File: src/csw_pkg.sv
// constants for the clock switch sequencer
package csw_pkg;

    // ************************************************************
    // register byte addresses
    // ************************************************************
    localparam logic [11:0] ADDR_REQUEST = 12'h000;
    localparam logic [11:0] ADDR_CURRENT = 12'h004;
    localparam logic [11:0] ADDR_CTRL = 12'h008;
    localparam logic [11:0] ADDR_FLAGS = 12'h00C;
    localparam logic [11:0] ADDR_IRQEN = 12'h010;

    // ************************************************************
    // source codes
    // ************************************************************
    localparam logic [2:0] SRC_EXT = 3'h0;
    localparam logic [2:0] SRC_FAST = 3'h1;
    localparam logic [2:0] SRC_SLOW = 3'h2;
    localparam logic [2:0] SRC_SEC = 3'h3;
    localparam logic [2:0] SRC_EXT_PLL = 3'h4;
    localparam logic [2:0] SRC_FAST_PLL = 3'h5;
    localparam int NUM_SRC = 6;

    // ************************************************************
    // field positions and reset values
    // ************************************************************
    localparam int REQ_DIV_LSB = 4;
    localparam int CTRL_HOLD_BIT = 0;
    localparam int CTRL_SLEEP_BIT = 1;
    localparam int CTRL_REDUCED_CPU_DUTY_MODE_BIT = 2;
    localparam int CTRL_NEW_SOURCE_READY_BIT = 3;
    localparam int CTRL_OSCILLATOR_READY_BIT = 4;
    localparam int FLAG_DONE_BIT = 0;
    localparam logic [2:0] RST_SOURCE = 3'h1;
    localparam logic [3:0] RST_DIVIDER = 4'h0;

    // ************************************************************
    // timing
    // ************************************************************
    localparam int SWAP_CYCLES = 2;
    localparam int RELOCK_CYCLES = 8;

    typedef enum logic [2:0] {
        CSW_IDLE,
        CSW_WAIT,
        CSW_RELOCK,
        CSW_GATE,
        CSW_SLEEP
    } csw_state_t;

endpackage : csw_pkg

File: src/csw_sequencer.sv
// clock switch sequencer with apb registers and glitch-free select
// Notes on behaviour
// - six selectable system clock sources
// - keep old clock until new ready
// - running or same source ready at once
// - ready sets ready bit and done flag
// - done flag with enable raises interrupt
// - hold clear switches on ready
// - hold set suspends switch on old clock
// - writing current code back abandons switch
// - reduced_cpu_duty_mode mode switch on next cycle
// - divider change same sequence, needs hold clear
// - current fields change only at switch
// - ready bit cleared when switch completes
// - pll input fixed by request, kept by current
// - pll input change halts system during relock
// - sleep before switch suspends switch
// - wake hold clear resumes on old clock, switches once new ready
// - wake hold set re-requests new source
`timescale 1ns/1ps
module csw_sequencer #(
    parameter int RELOCK = csw_pkg::RELOCK_CYCLES
) (
    input wire logic pclk,
    input wire logic presetn,
    input wire logic psel,
    input wire logic penable,
    input wire logic pwrite,
    input wire logic [11:0] paddr,
    input wire logic [31:0] pwdata,
    output logic [31:0] prdata,
    output logic pready,
    output logic pslverr,
    input wire logic [5:0] osc_ready,
    input wire logic wake,
    output logic [5:0] osc_enable,
    output logic [5:0] osc_select,
    output logic [3:0] sys_divider,
    output logic sys_halt,
    output logic switch_irq
);

    // ************************************************************
    // registers
    // ************************************************************
    logic [2:0] requested_source_sel_q;
    logic [3:0] requested_divider_sel_q;
    logic [2:0] current_source_q;
    logic [3:0] current_divider_q;
    logic switch_hold_q;
    logic sleep_q;
    logic reduced_cpu_duty_mode_q;
    logic new_source_ready_q;
    logic oscillator_ready_q;
    logic switch_done_flag_q;
    logic switch_done_irq_enable_q;
    logic [2:0] pll_input_q;
    logic [3:0] count_q;
    csw_pkg::csw_state_t state_q;
    logic wr;
    logic pending;
    logic new_ready;
    logic is_pll;
    logic cur_pll;
    logic pll_change;
    logic do_switch;
    logic set_done;
    logic abandon;

    assign wr = psel && penable && pwrite;
    assign pending = (requested_source_sel_q != current_source_q) ||
                     (requested_divider_sel_q != current_divider_q);
    assign new_ready = osc_ready[requested_source_sel_q] ||
                       (requested_source_sel_q == current_source_q);
    assign is_pll = requested_source_sel_q == csw_pkg::SRC_EXT_PLL ||
                    requested_source_sel_q == csw_pkg::SRC_FAST_PLL;
    assign cur_pll = current_source_q == csw_pkg::SRC_EXT_PLL ||
                     current_source_q == csw_pkg::SRC_FAST_PLL;
    assign pll_change = is_pll && cur_pll &&
                        requested_source_sel_q != current_source_q;
    // abandon by writing current code back
    assign abandon = wr && paddr == csw_pkg::ADDR_REQUEST &&
                     pwdata[2:0] == current_source_q;
    // switch when ready and hold clear
    // hold set keeps the old clock
    // reduced_cpu_duty_mode does not delay the switch
    // divider change needs hold clear too
    assign do_switch = (state_q == csw_pkg::CSW_WAIT && new_ready &&
                        !switch_hold_q && !sleep_q && !pll_change) ||
                       (state_q == csw_pkg::CSW_RELOCK &&
                        count_q == 4'(RELOCK - 1));
    // flag set on wake with hold clear
    assign set_done = (state_q == csw_pkg::CSW_WAIT && new_ready &&
                       !new_source_ready_q && !sleep_q) ||
                      (state_q == csw_pkg::CSW_SLEEP && wake &&
                       !switch_hold_q && pending);

    // ************************************************************
    // apb slave
    // ************************************************************
    always_ff @(posedge pclk or negedge presetn)
    begin
        if (!presetn)
        begin
            requested_source_sel_q <= csw_pkg::RST_SOURCE;
            requested_divider_sel_q <= csw_pkg::RST_DIVIDER;
            switch_hold_q <= 1'b0;
            reduced_cpu_duty_mode_q <= 1'b0;
            switch_done_irq_enable_q <= 1'b0;
        end
        else if (wr)
        begin
            unique case (paddr)
                csw_pkg::ADDR_REQUEST:
                begin
                    if (pwdata[2:0] < 3'(csw_pkg::NUM_SRC))
                    begin
                        requested_source_sel_q <= pwdata[2:0];
                    end
                    requested_divider_sel_q <=
                        pwdata[csw_pkg::REQ_DIV_LSB +: 4];
                end
                csw_pkg::ADDR_CTRL:
                begin
                    switch_hold_q <= pwdata[csw_pkg::CTRL_HOLD_BIT];
                    reduced_cpu_duty_mode_q <=
                        pwdata[csw_pkg::CTRL_REDUCED_CPU_DUTY_MODE_BIT];
                end
                csw_pkg::ADDR_IRQEN:
                begin
                    switch_done_irq_enable_q <= pwdata[0];
                end
                default:
                begin
                end
            endcase
        end
    end

    always_ff @(posedge pclk or negedge presetn)
    begin
        if (!presetn)
        begin
            prdata <= 32'h0000_0000;
            pready <= 1'b0;
            pslverr <= 1'b0;
        end
        else
        begin
            pready <= psel && !penable;
            pslverr <= psel && !penable &&
                       paddr != csw_pkg::ADDR_REQUEST &&
                       paddr != csw_pkg::ADDR_CURRENT &&
                       paddr != csw_pkg::ADDR_CTRL &&
                       paddr != csw_pkg::ADDR_FLAGS &&
                       paddr != csw_pkg::ADDR_IRQEN;
            prdata <= 32'h0000_0000;
            if (psel && !penable && !pwrite)
            begin
                unique case (paddr)
                    csw_pkg::ADDR_REQUEST:
                        prdata <= 32'({requested_divider_sel_q, 1'b0,
                                       requested_source_sel_q});
                    csw_pkg::ADDR_CURRENT:
                        prdata <= 32'({current_divider_q, 1'b0,
                                       current_source_q});
                    csw_pkg::ADDR_CTRL:
                        prdata <= 32'({oscillator_ready_q,
                                       new_source_ready_q,
                                       reduced_cpu_duty_mode_q,
                                       sleep_q, switch_hold_q});
                    csw_pkg::ADDR_FLAGS:
                        prdata <= 32'(switch_done_flag_q);
                    csw_pkg::ADDR_IRQEN:
                        prdata <= 32'(switch_done_irq_enable_q);
                    default:
                        prdata <= 32'h0000_0000;
                endcase
            end
        end
    end

    // ************************************************************
    // switch sequencer
    // ************************************************************
    always_ff @(posedge pclk or negedge presetn)
    begin
        if (!presetn)
        begin
            state_q <= csw_pkg::CSW_IDLE;
            count_q <= 4'h0;
            sleep_q <= 1'b0;
        end
        else
        begin
            unique case (state_q)
                csw_pkg::CSW_IDLE:
                begin
                    // wait on old clock for new source
                    if (pending)
                    begin
                        state_q <= csw_pkg::CSW_WAIT;
                    end
                    if (wr && paddr == csw_pkg::ADDR_CTRL &&
                        pwdata[csw_pkg::CTRL_SLEEP_BIT])
                    begin
                        sleep_q <= 1'b1;
                        state_q <= csw_pkg::CSW_SLEEP;
                    end
                end
                csw_pkg::CSW_WAIT:
                begin
                    if (wr && paddr == csw_pkg::ADDR_CTRL &&
                        pwdata[csw_pkg::CTRL_SLEEP_BIT])
                    begin
                        sleep_q <= 1'b1;
                        state_q <= csw_pkg::CSW_SLEEP;
                    end
                    else if (abandon || !pending)
                    begin
                        state_q <= csw_pkg::CSW_IDLE;
                    end
                    else if (pll_change && new_ready && !switch_hold_q)
                    begin
                        count_q <= 4'h0;
                        state_q <= csw_pkg::CSW_RELOCK;
                    end
                    else if (do_switch)
                    begin
                        count_q <= 4'h0;
                        state_q <= csw_pkg::CSW_GATE;
                    end
                end
                csw_pkg::CSW_RELOCK:
                begin
                    count_q <= count_q + 4'h1;
                    if (do_switch)
                    begin
                        count_q <= 4'h0;
                        state_q <= csw_pkg::CSW_GATE;
                    end
                end
                csw_pkg::CSW_GATE:
                begin
                    count_q <= count_q + 4'h1;
                    if (count_q == 4'(csw_pkg::SWAP_CYCLES - 1))
                    begin
                        state_q <= csw_pkg::CSW_IDLE;
                    end
                end
                csw_pkg::CSW_SLEEP:
                begin
                    // hold set wakes old, requests again
                    // woken source must be ready before the swap
                    if (wake)
                    begin
                        sleep_q <= 1'b0;
                        state_q <= (pending && !switch_hold_q) ?
                                   csw_pkg::CSW_WAIT : csw_pkg::CSW_IDLE;
                        count_q <= 4'h0;
                    end
                end
            endcase
        end
    end

    // ************************************************************
    // current selection and status
    // ************************************************************
    always_ff @(posedge pclk or negedge presetn)
    begin
        if (!presetn)
        begin
            current_source_q <= csw_pkg::RST_SOURCE;
            current_divider_q <= csw_pkg::RST_DIVIDER;
            pll_input_q <= csw_pkg::SRC_FAST;
            oscillator_ready_q <= 1'b1;
        end
        else if (state_q == csw_pkg::CSW_GATE &&
                 count_q == 4'(csw_pkg::SWAP_CYCLES - 1))
        begin
            current_source_q <= requested_source_sel_q;
            current_divider_q <= requested_divider_sel_q;
            oscillator_ready_q <= 1'b1;
        end
        else if (state_q == csw_pkg::CSW_WAIT && pending)
        begin
            oscillator_ready_q <= 1'b0;
            if (is_pll && !cur_pll)
            begin
                pll_input_q <= requested_source_sel_q;
            end
        end
        else if (state_q == csw_pkg::CSW_RELOCK)
        begin
            pll_input_q <= requested_source_sel_q;
        end
        else if (state_q == csw_pkg::CSW_IDLE && cur_pll)
        begin
            pll_input_q <= current_source_q;
        end
    end

    always_ff @(posedge pclk or negedge presetn)
    begin
        if (!presetn)
        begin
            new_source_ready_q <= 1'b0;
        end
        else if (set_done)
        begin
            new_source_ready_q <= 1'b1;
        end
        else if (state_q == csw_pkg::CSW_IDLE || abandon)
        begin
            new_source_ready_q <= 1'b0;
        end
    end

    // set wins over software clear
    always_ff @(posedge pclk or negedge presetn)
    begin
        if (!presetn)
        begin
            switch_done_flag_q <= 1'b0;
        end
        else if (set_done)
        begin
            switch_done_flag_q <= 1'b1;
        end
        else if (wr && paddr == csw_pkg::ADDR_FLAGS &&
                 pwdata[csw_pkg::FLAG_DONE_BIT])
        begin
            switch_done_flag_q <= 1'b0;
        end
    end

    // ************************************************************
    // clock source outputs
    // ************************************************************
    genvar g;
    generate
        for (g = 0; g < csw_pkg::NUM_SRC; g++)
        begin : g_src
            always_ff @(posedge pclk or negedge presetn)
            begin
                if (!presetn)
                begin
                    osc_enable[g] <= (3'(g) == csw_pkg::RST_SOURCE);
                    osc_select[g] <= (3'(g) == csw_pkg::RST_SOURCE);
                end
                else
                begin
                    osc_enable[g] <= (3'(g) == current_source_q) ||
                        (3'(g) == requested_source_sel_q && !sleep_q) ||
                        (3'(g) == pll_input_q);
                    // no select during the gate gap
                    osc_select[g] <= (state_q != csw_pkg::CSW_GATE) &&
                        (3'(g) == current_source_q);
                end
            end
        end
    endgenerate

    always_ff @(posedge pclk or negedge presetn)
    begin
        if (!presetn)
        begin
            sys_divider <= csw_pkg::RST_DIVIDER;
            sys_halt <= 1'b0;
            switch_irq <= 1'b0;
        end
        else
        begin
            sys_divider <= current_divider_q;
            sys_halt <= state_q == csw_pkg::CSW_RELOCK ||
                        state_q == csw_pkg::CSW_SLEEP;
            switch_irq <= switch_done_flag_q && switch_done_irq_enable_q;
        end
    end

endmodule : csw_sequencer

File: config.mk
export PLATFORM = sky130hd
export DESIGN_NAME = csw_sequencer
export DESIGN_NICKNAME = d
export VERILOG_FILES = /design/src/csw_pkg.sv /design/src/csw_sequencer.sv
export SDC_FILE = /design/constraint.sdc
export NUM_CORES = 1
export LEC_CHECK = 0
export ABC_AREA = 1
export ABC_CLOCK_PERIOD_IN_PS = 2600
export BUFFER_PORTS_ARGS = -buffer_cell sky130_fd_sc_hd__buf_2
export CORE_MARGIN = 8
export CORE_UTILIZATION = 55
export CTS_BUF_LIST = sky130_fd_sc_hd__clkbuf_8
export DETAILED_ROUTE_END_ITERATION = 8
export PLACE_DENSITY = 0.85
export SYNTH_ARGS = -nofsm -noshare
export SYNTH_HDL_FRONTEND = slang
export SYNTH_SLANG_ARGS = --single-unit
File: constraint.sdc
create_clock -name pclk -period 2.6 [get_ports pclk]
set_clock_uncertainty 0.1 [all_clocks]
set_input_delay 0 -clock pclk [delete_from_list [all_inputs] [get_ports pclk]]
set_output_delay 0 -clock pclk [all_outputs]
set_load 0.005 [all_outputs]
==> results.sh <==
export IMPL_status="finished, final reports clean"
export IMPL_layout_drive_gt1_share=0.2681
export IMPL_drt_first_pass_iters=6
export IMPL_slew_viol_final=0
export IMPL_fmax_mhz=422.6
export IMPL_syn_inst=423
export IMPL_arrival_ps=2550
export IMPL_hpwlAfterDp_um=6012
export IMPL_grt_pass1_wl_um=14960
export IMPL_hp_class="primary input to flip-flop"
export IMPL_postCtsSetupBuffers=0
export IMPL_critPathSlowestCell="dlygate4sd3_1"
export IMPL_synth_area_um2=3423
export IMPL_required_ps=2790
export IMPL_grt_max_degree=60
export IMPL_pwr_share_clk=0.345
export IMPL_ant_nets=0
export IMPL_max_stage_delay_ps=570
export IMPL_swShare=0.3231
export IMPL_globalRouteTotalUtil=0.2125
export IMPL_syn2layout_area_growth_pct=19.19
export IMPL_die_w_um=94.90
export IMPL_path_cells="dlygate4sd3_1 -> buf_2 -> nor2_4 -> inv_1 -> nor2_1 -> nand4_1 -> nand4_2 -> nand3_4 -> a21oi_1 -> dlygate4sd3_1"
export IMPL_diodes=0
export IMPL_dr_first_iter_drc_count=300
export IMPL_rsz0062_at_grt="false"
export IMPL_fin_area_um2=4080
export IMPL_clock_sinks=59
export IMPL_drc=0
export IMPL_io_buffers=58
export IMPL_fin_setup_tns_ps=0
export IMPL_grt_pass1_vias=3163
export IMPL_p_seq_frac=0.403
export IMPL_syn_area_per_cell_um2=8.093
export IMPL_power_density_nw_per_um2=656.6
export IMPL_maxSlewHeadroom=0.5117
export IMPL_gp_congestion=0.9119
export IMPL_synth_top_cell_area_share=0.3874
export IMPL_crit_top_cell="dlygate4sd3_1"
export IMPL_p_comb_frac=0.251
export IMPL_tightest_slew_ps=732.5
export IMPL_grt_overflow=0
export IMPL_ir_drop_mv=0.4678
export IMPL_ys_types=38
export IMPL_start_util=0.5748
export IMPL_routed_via_count=3223
export IMPL_power_uw=2679
export IMPL_via_per_inst=5.500
export IMPL_yosysWarnings=0
export IMPL_worstSkewPairLatency_ps=350
export IMPL_clk_pin_slew_ps=70
export IMPL_ios=108
export IMPL_internal_power_uw=1813
export IMPL_path_max_fanout=8
export IMPL_setup_violations=0
export IMPL_dieArea_um2=9005
export IMPL_seq_area_um2=1484
export IMPL_fillers=463
export IMPL_antenna_found_initial=0
export IMPL_clock_path_buffers=2
export IMPL_core_area_um2=5956
export IMPL_endpoint_kind="flip-flop"
export IMPL_multiInputGateArea_um2=1546
export IMPL_yosys_area_top_type="dfrtp_1"
export IMPL_layout_worst_path_cycle_share=0.9101
export IMPL_rows=28
export IMPL_p_leak_uw=0.002178
export IMPL_drv_cap=0
export IMPL_worstSetupPathType="primary input to flip-flop"
export IMPL_crit_path_start_kind="primary input"
export IMPL_switchingPower_uw=865.6
export IMPL_totalWireLength_um=8955
export IMPL_yosysSeqAreaShare=0.4335
export IMPL_cts_tree="done"
export IMPL_root_buffer="clkbuf_8"
export IMPL_htreeDepth=3
export IMPL_finalHoldViolCount=0
export IMPL_routedWlPerCell_um=15.28
export IMPL_ys_seq_elements=59
export IMPL_postPlaceCellArea_um2=3661
export IMPL_period_minus_slack_ps=2366
export IMPL_die_y_um=94.90
export IMPL_nNetsFinal=564
export IMPL_cts_buffers=9
export IMPL_synthTopCellsByArea="dfrtp_1 (39%), nand2_1 (11%), buf_4 (5.7%)"
export IMPL_reg2reg_slack_ps=580
-- state kept, by name (all words and copies together), names as in the netlist --
register / flops
switch_done_flag_q: 1
sleep_q: 1
current_source_q: 3
current_divider_q: 4
pll_input_q: 3
count_q: 4
sys_divider: 4
switch_done_irq_enable_q: 1
pready: 1
osc_select: 6
requested_source_sel_q: 3
pslverr: 1
prdata: 8
osc_enable: 6
switch_hold_q: 1
state_q: 3
switch_irq: 1
oscillator_ready_q: 1
reduced_cpu_duty_mode_q: 1
new_source_ready_q: 1
requested_divider_sel_q: 4
sys_halt: 1
-- per-layer routing --
metal | part of all wire | global-route usage | vias up | wire length [um]
met3 | 0.091 | 0.05635 | 58 | 816
met5 | 0 | 0 | - | 0
met1 | 0.36 | 0.2285 | 1482 | 3238
met4 | 0.050 | 0.1196 | 0 | 446
met2 | 0.50 | 0.3708 | 198 | 4453
li1 | - | - | 1485 | -
-- critical path: cells and delay by family --
kind,cells,cell delay [ps]
AND/OR/NAND/NOR,5,1030
buffers and inverters,4,1320
AO/OA/AOI/OAI,1,200
-- cells in the final DEF (no fill, tap or decap), types with 12 or more instances in the layout --
master / n
nand3_1: 28
inv_1: 47
dfrtp_1: 53
inv_2: 12
nor2_1: 39
buf_2: 58
o21ai_0: 13
a21oi_1: 12
nand2_2: 13
dlygate4sd3_1: 20
nand2_1: 98
conb_1: 24
-- through the flow --
| stage | hold WS (ps) | util | worst slack, ps | cells |
|---|---|---|---|---|
| 3_3_place_gp | 74.01 | 0.6147 | 780.5 | 550 |
| 6_report | 45.02 | 0.6851 | 233.8 | 586 |
| 2_1_floorplan | -395.6 | - | 996.2 | 446 |
| 4_1_cts | 3.862 | 0.6851 | 418.0 | 586 |
| 3_5_place_dp | 87.81 | 0.6147 | 768.4 | 550 |
| 5_1_grt | 30.70 | 0.6851 | 142.2 | 586 |
-- Yosys cell counts --
cell       n
nor2_1    39
mux2_2     1
nand4_2    1
a31oi_1    1
a21oi_1   12
nand3_4    2
nand3_1   28
nand4_1    6
o21ai_2    8
inv_1     45
nor2_4     2
o31ai_1    3
nand2_1   98
dfstp_2    6
nand3_2    5
xnor2_1    3
xor2_1     2
nor3_1     4
dfrtp_1   53
o21ai_0   13
inv_2     12
ha_1       2
conb_1     1
buf_6      4
nand3b_1   2
inv_4      4
o21ai_1    4
o21a_1     1
nand4_4    1
o21bai_1   1
o22ai_1    6
nand2_2   13
nor2_8     2
nor3_2     1
buf_4     26
o311ai_0   4
o211ai_1   1
nor2_2     6
-- power groups by stage --
stage / Combinational, uW / Clock, uW / Sequential, uW
final: 673 / 925 / 1080
after global routing: 755 / 976 / 1100
after CTS: 662 / 930 / 1080
after detailed placement: 638 / 0 / 1100
after global placement: 617 / 0 / 1090
after floorplan: 495 / 0 / 1090
-- what timing repair did --
item,4_1_cts,5_1_grt
gates resized for setup,0,0
endpoints found under the hold margin,76,0
hold buffers,20,0
-- final timing paths --
kind                       depth (start not counted)                                    end                              from
max in group asynchronous                          3                 count_q[0]$_DFFE_PN0P_                           presetn
min in group asynchronous                          3                       pready$_DFF_PN0_                           presetn
max                                               10                    prdata[0]$_DFF_PN0_                          paddr[1]
max reg2reg                                        4                    prdata[0]$_DFF_PN0_    switch_done_flag_q$_DFFE_PN0P_
min                                                3  requested_source_sel_q[2]$_DFFE_PN0P_                         pwdata[1]
min reg2reg                                        0               sys_divider[2]$_DFF_PN0_  current_divider_q[2]$_DFFE_PN0P_
-- cell families after synthesis --
family	after synthesis	share of synthesized area
AOI/OAI and AO/OA	54	0.09905
muxes	1	0.003289
buffers and inverters	91	0.1400
and+or+nand+nor	210	0.3030
adders and majority gates	2	0.007309
other	1	0.001095
xor gates and xnor gates	5	0.01279
DFF	59	0.4335
-- area by class of cell --
type                       count  area share
clock buffer                  10     0.03373
clock inverter                 6     0.01993
inverter                      61     0.05857
multi-input combinational    296      0.3790
sequential                    59      0.3637
tap                           75     0.02300
timing repair buffer          79      0.1220
(Power assumes the default switching activity.)
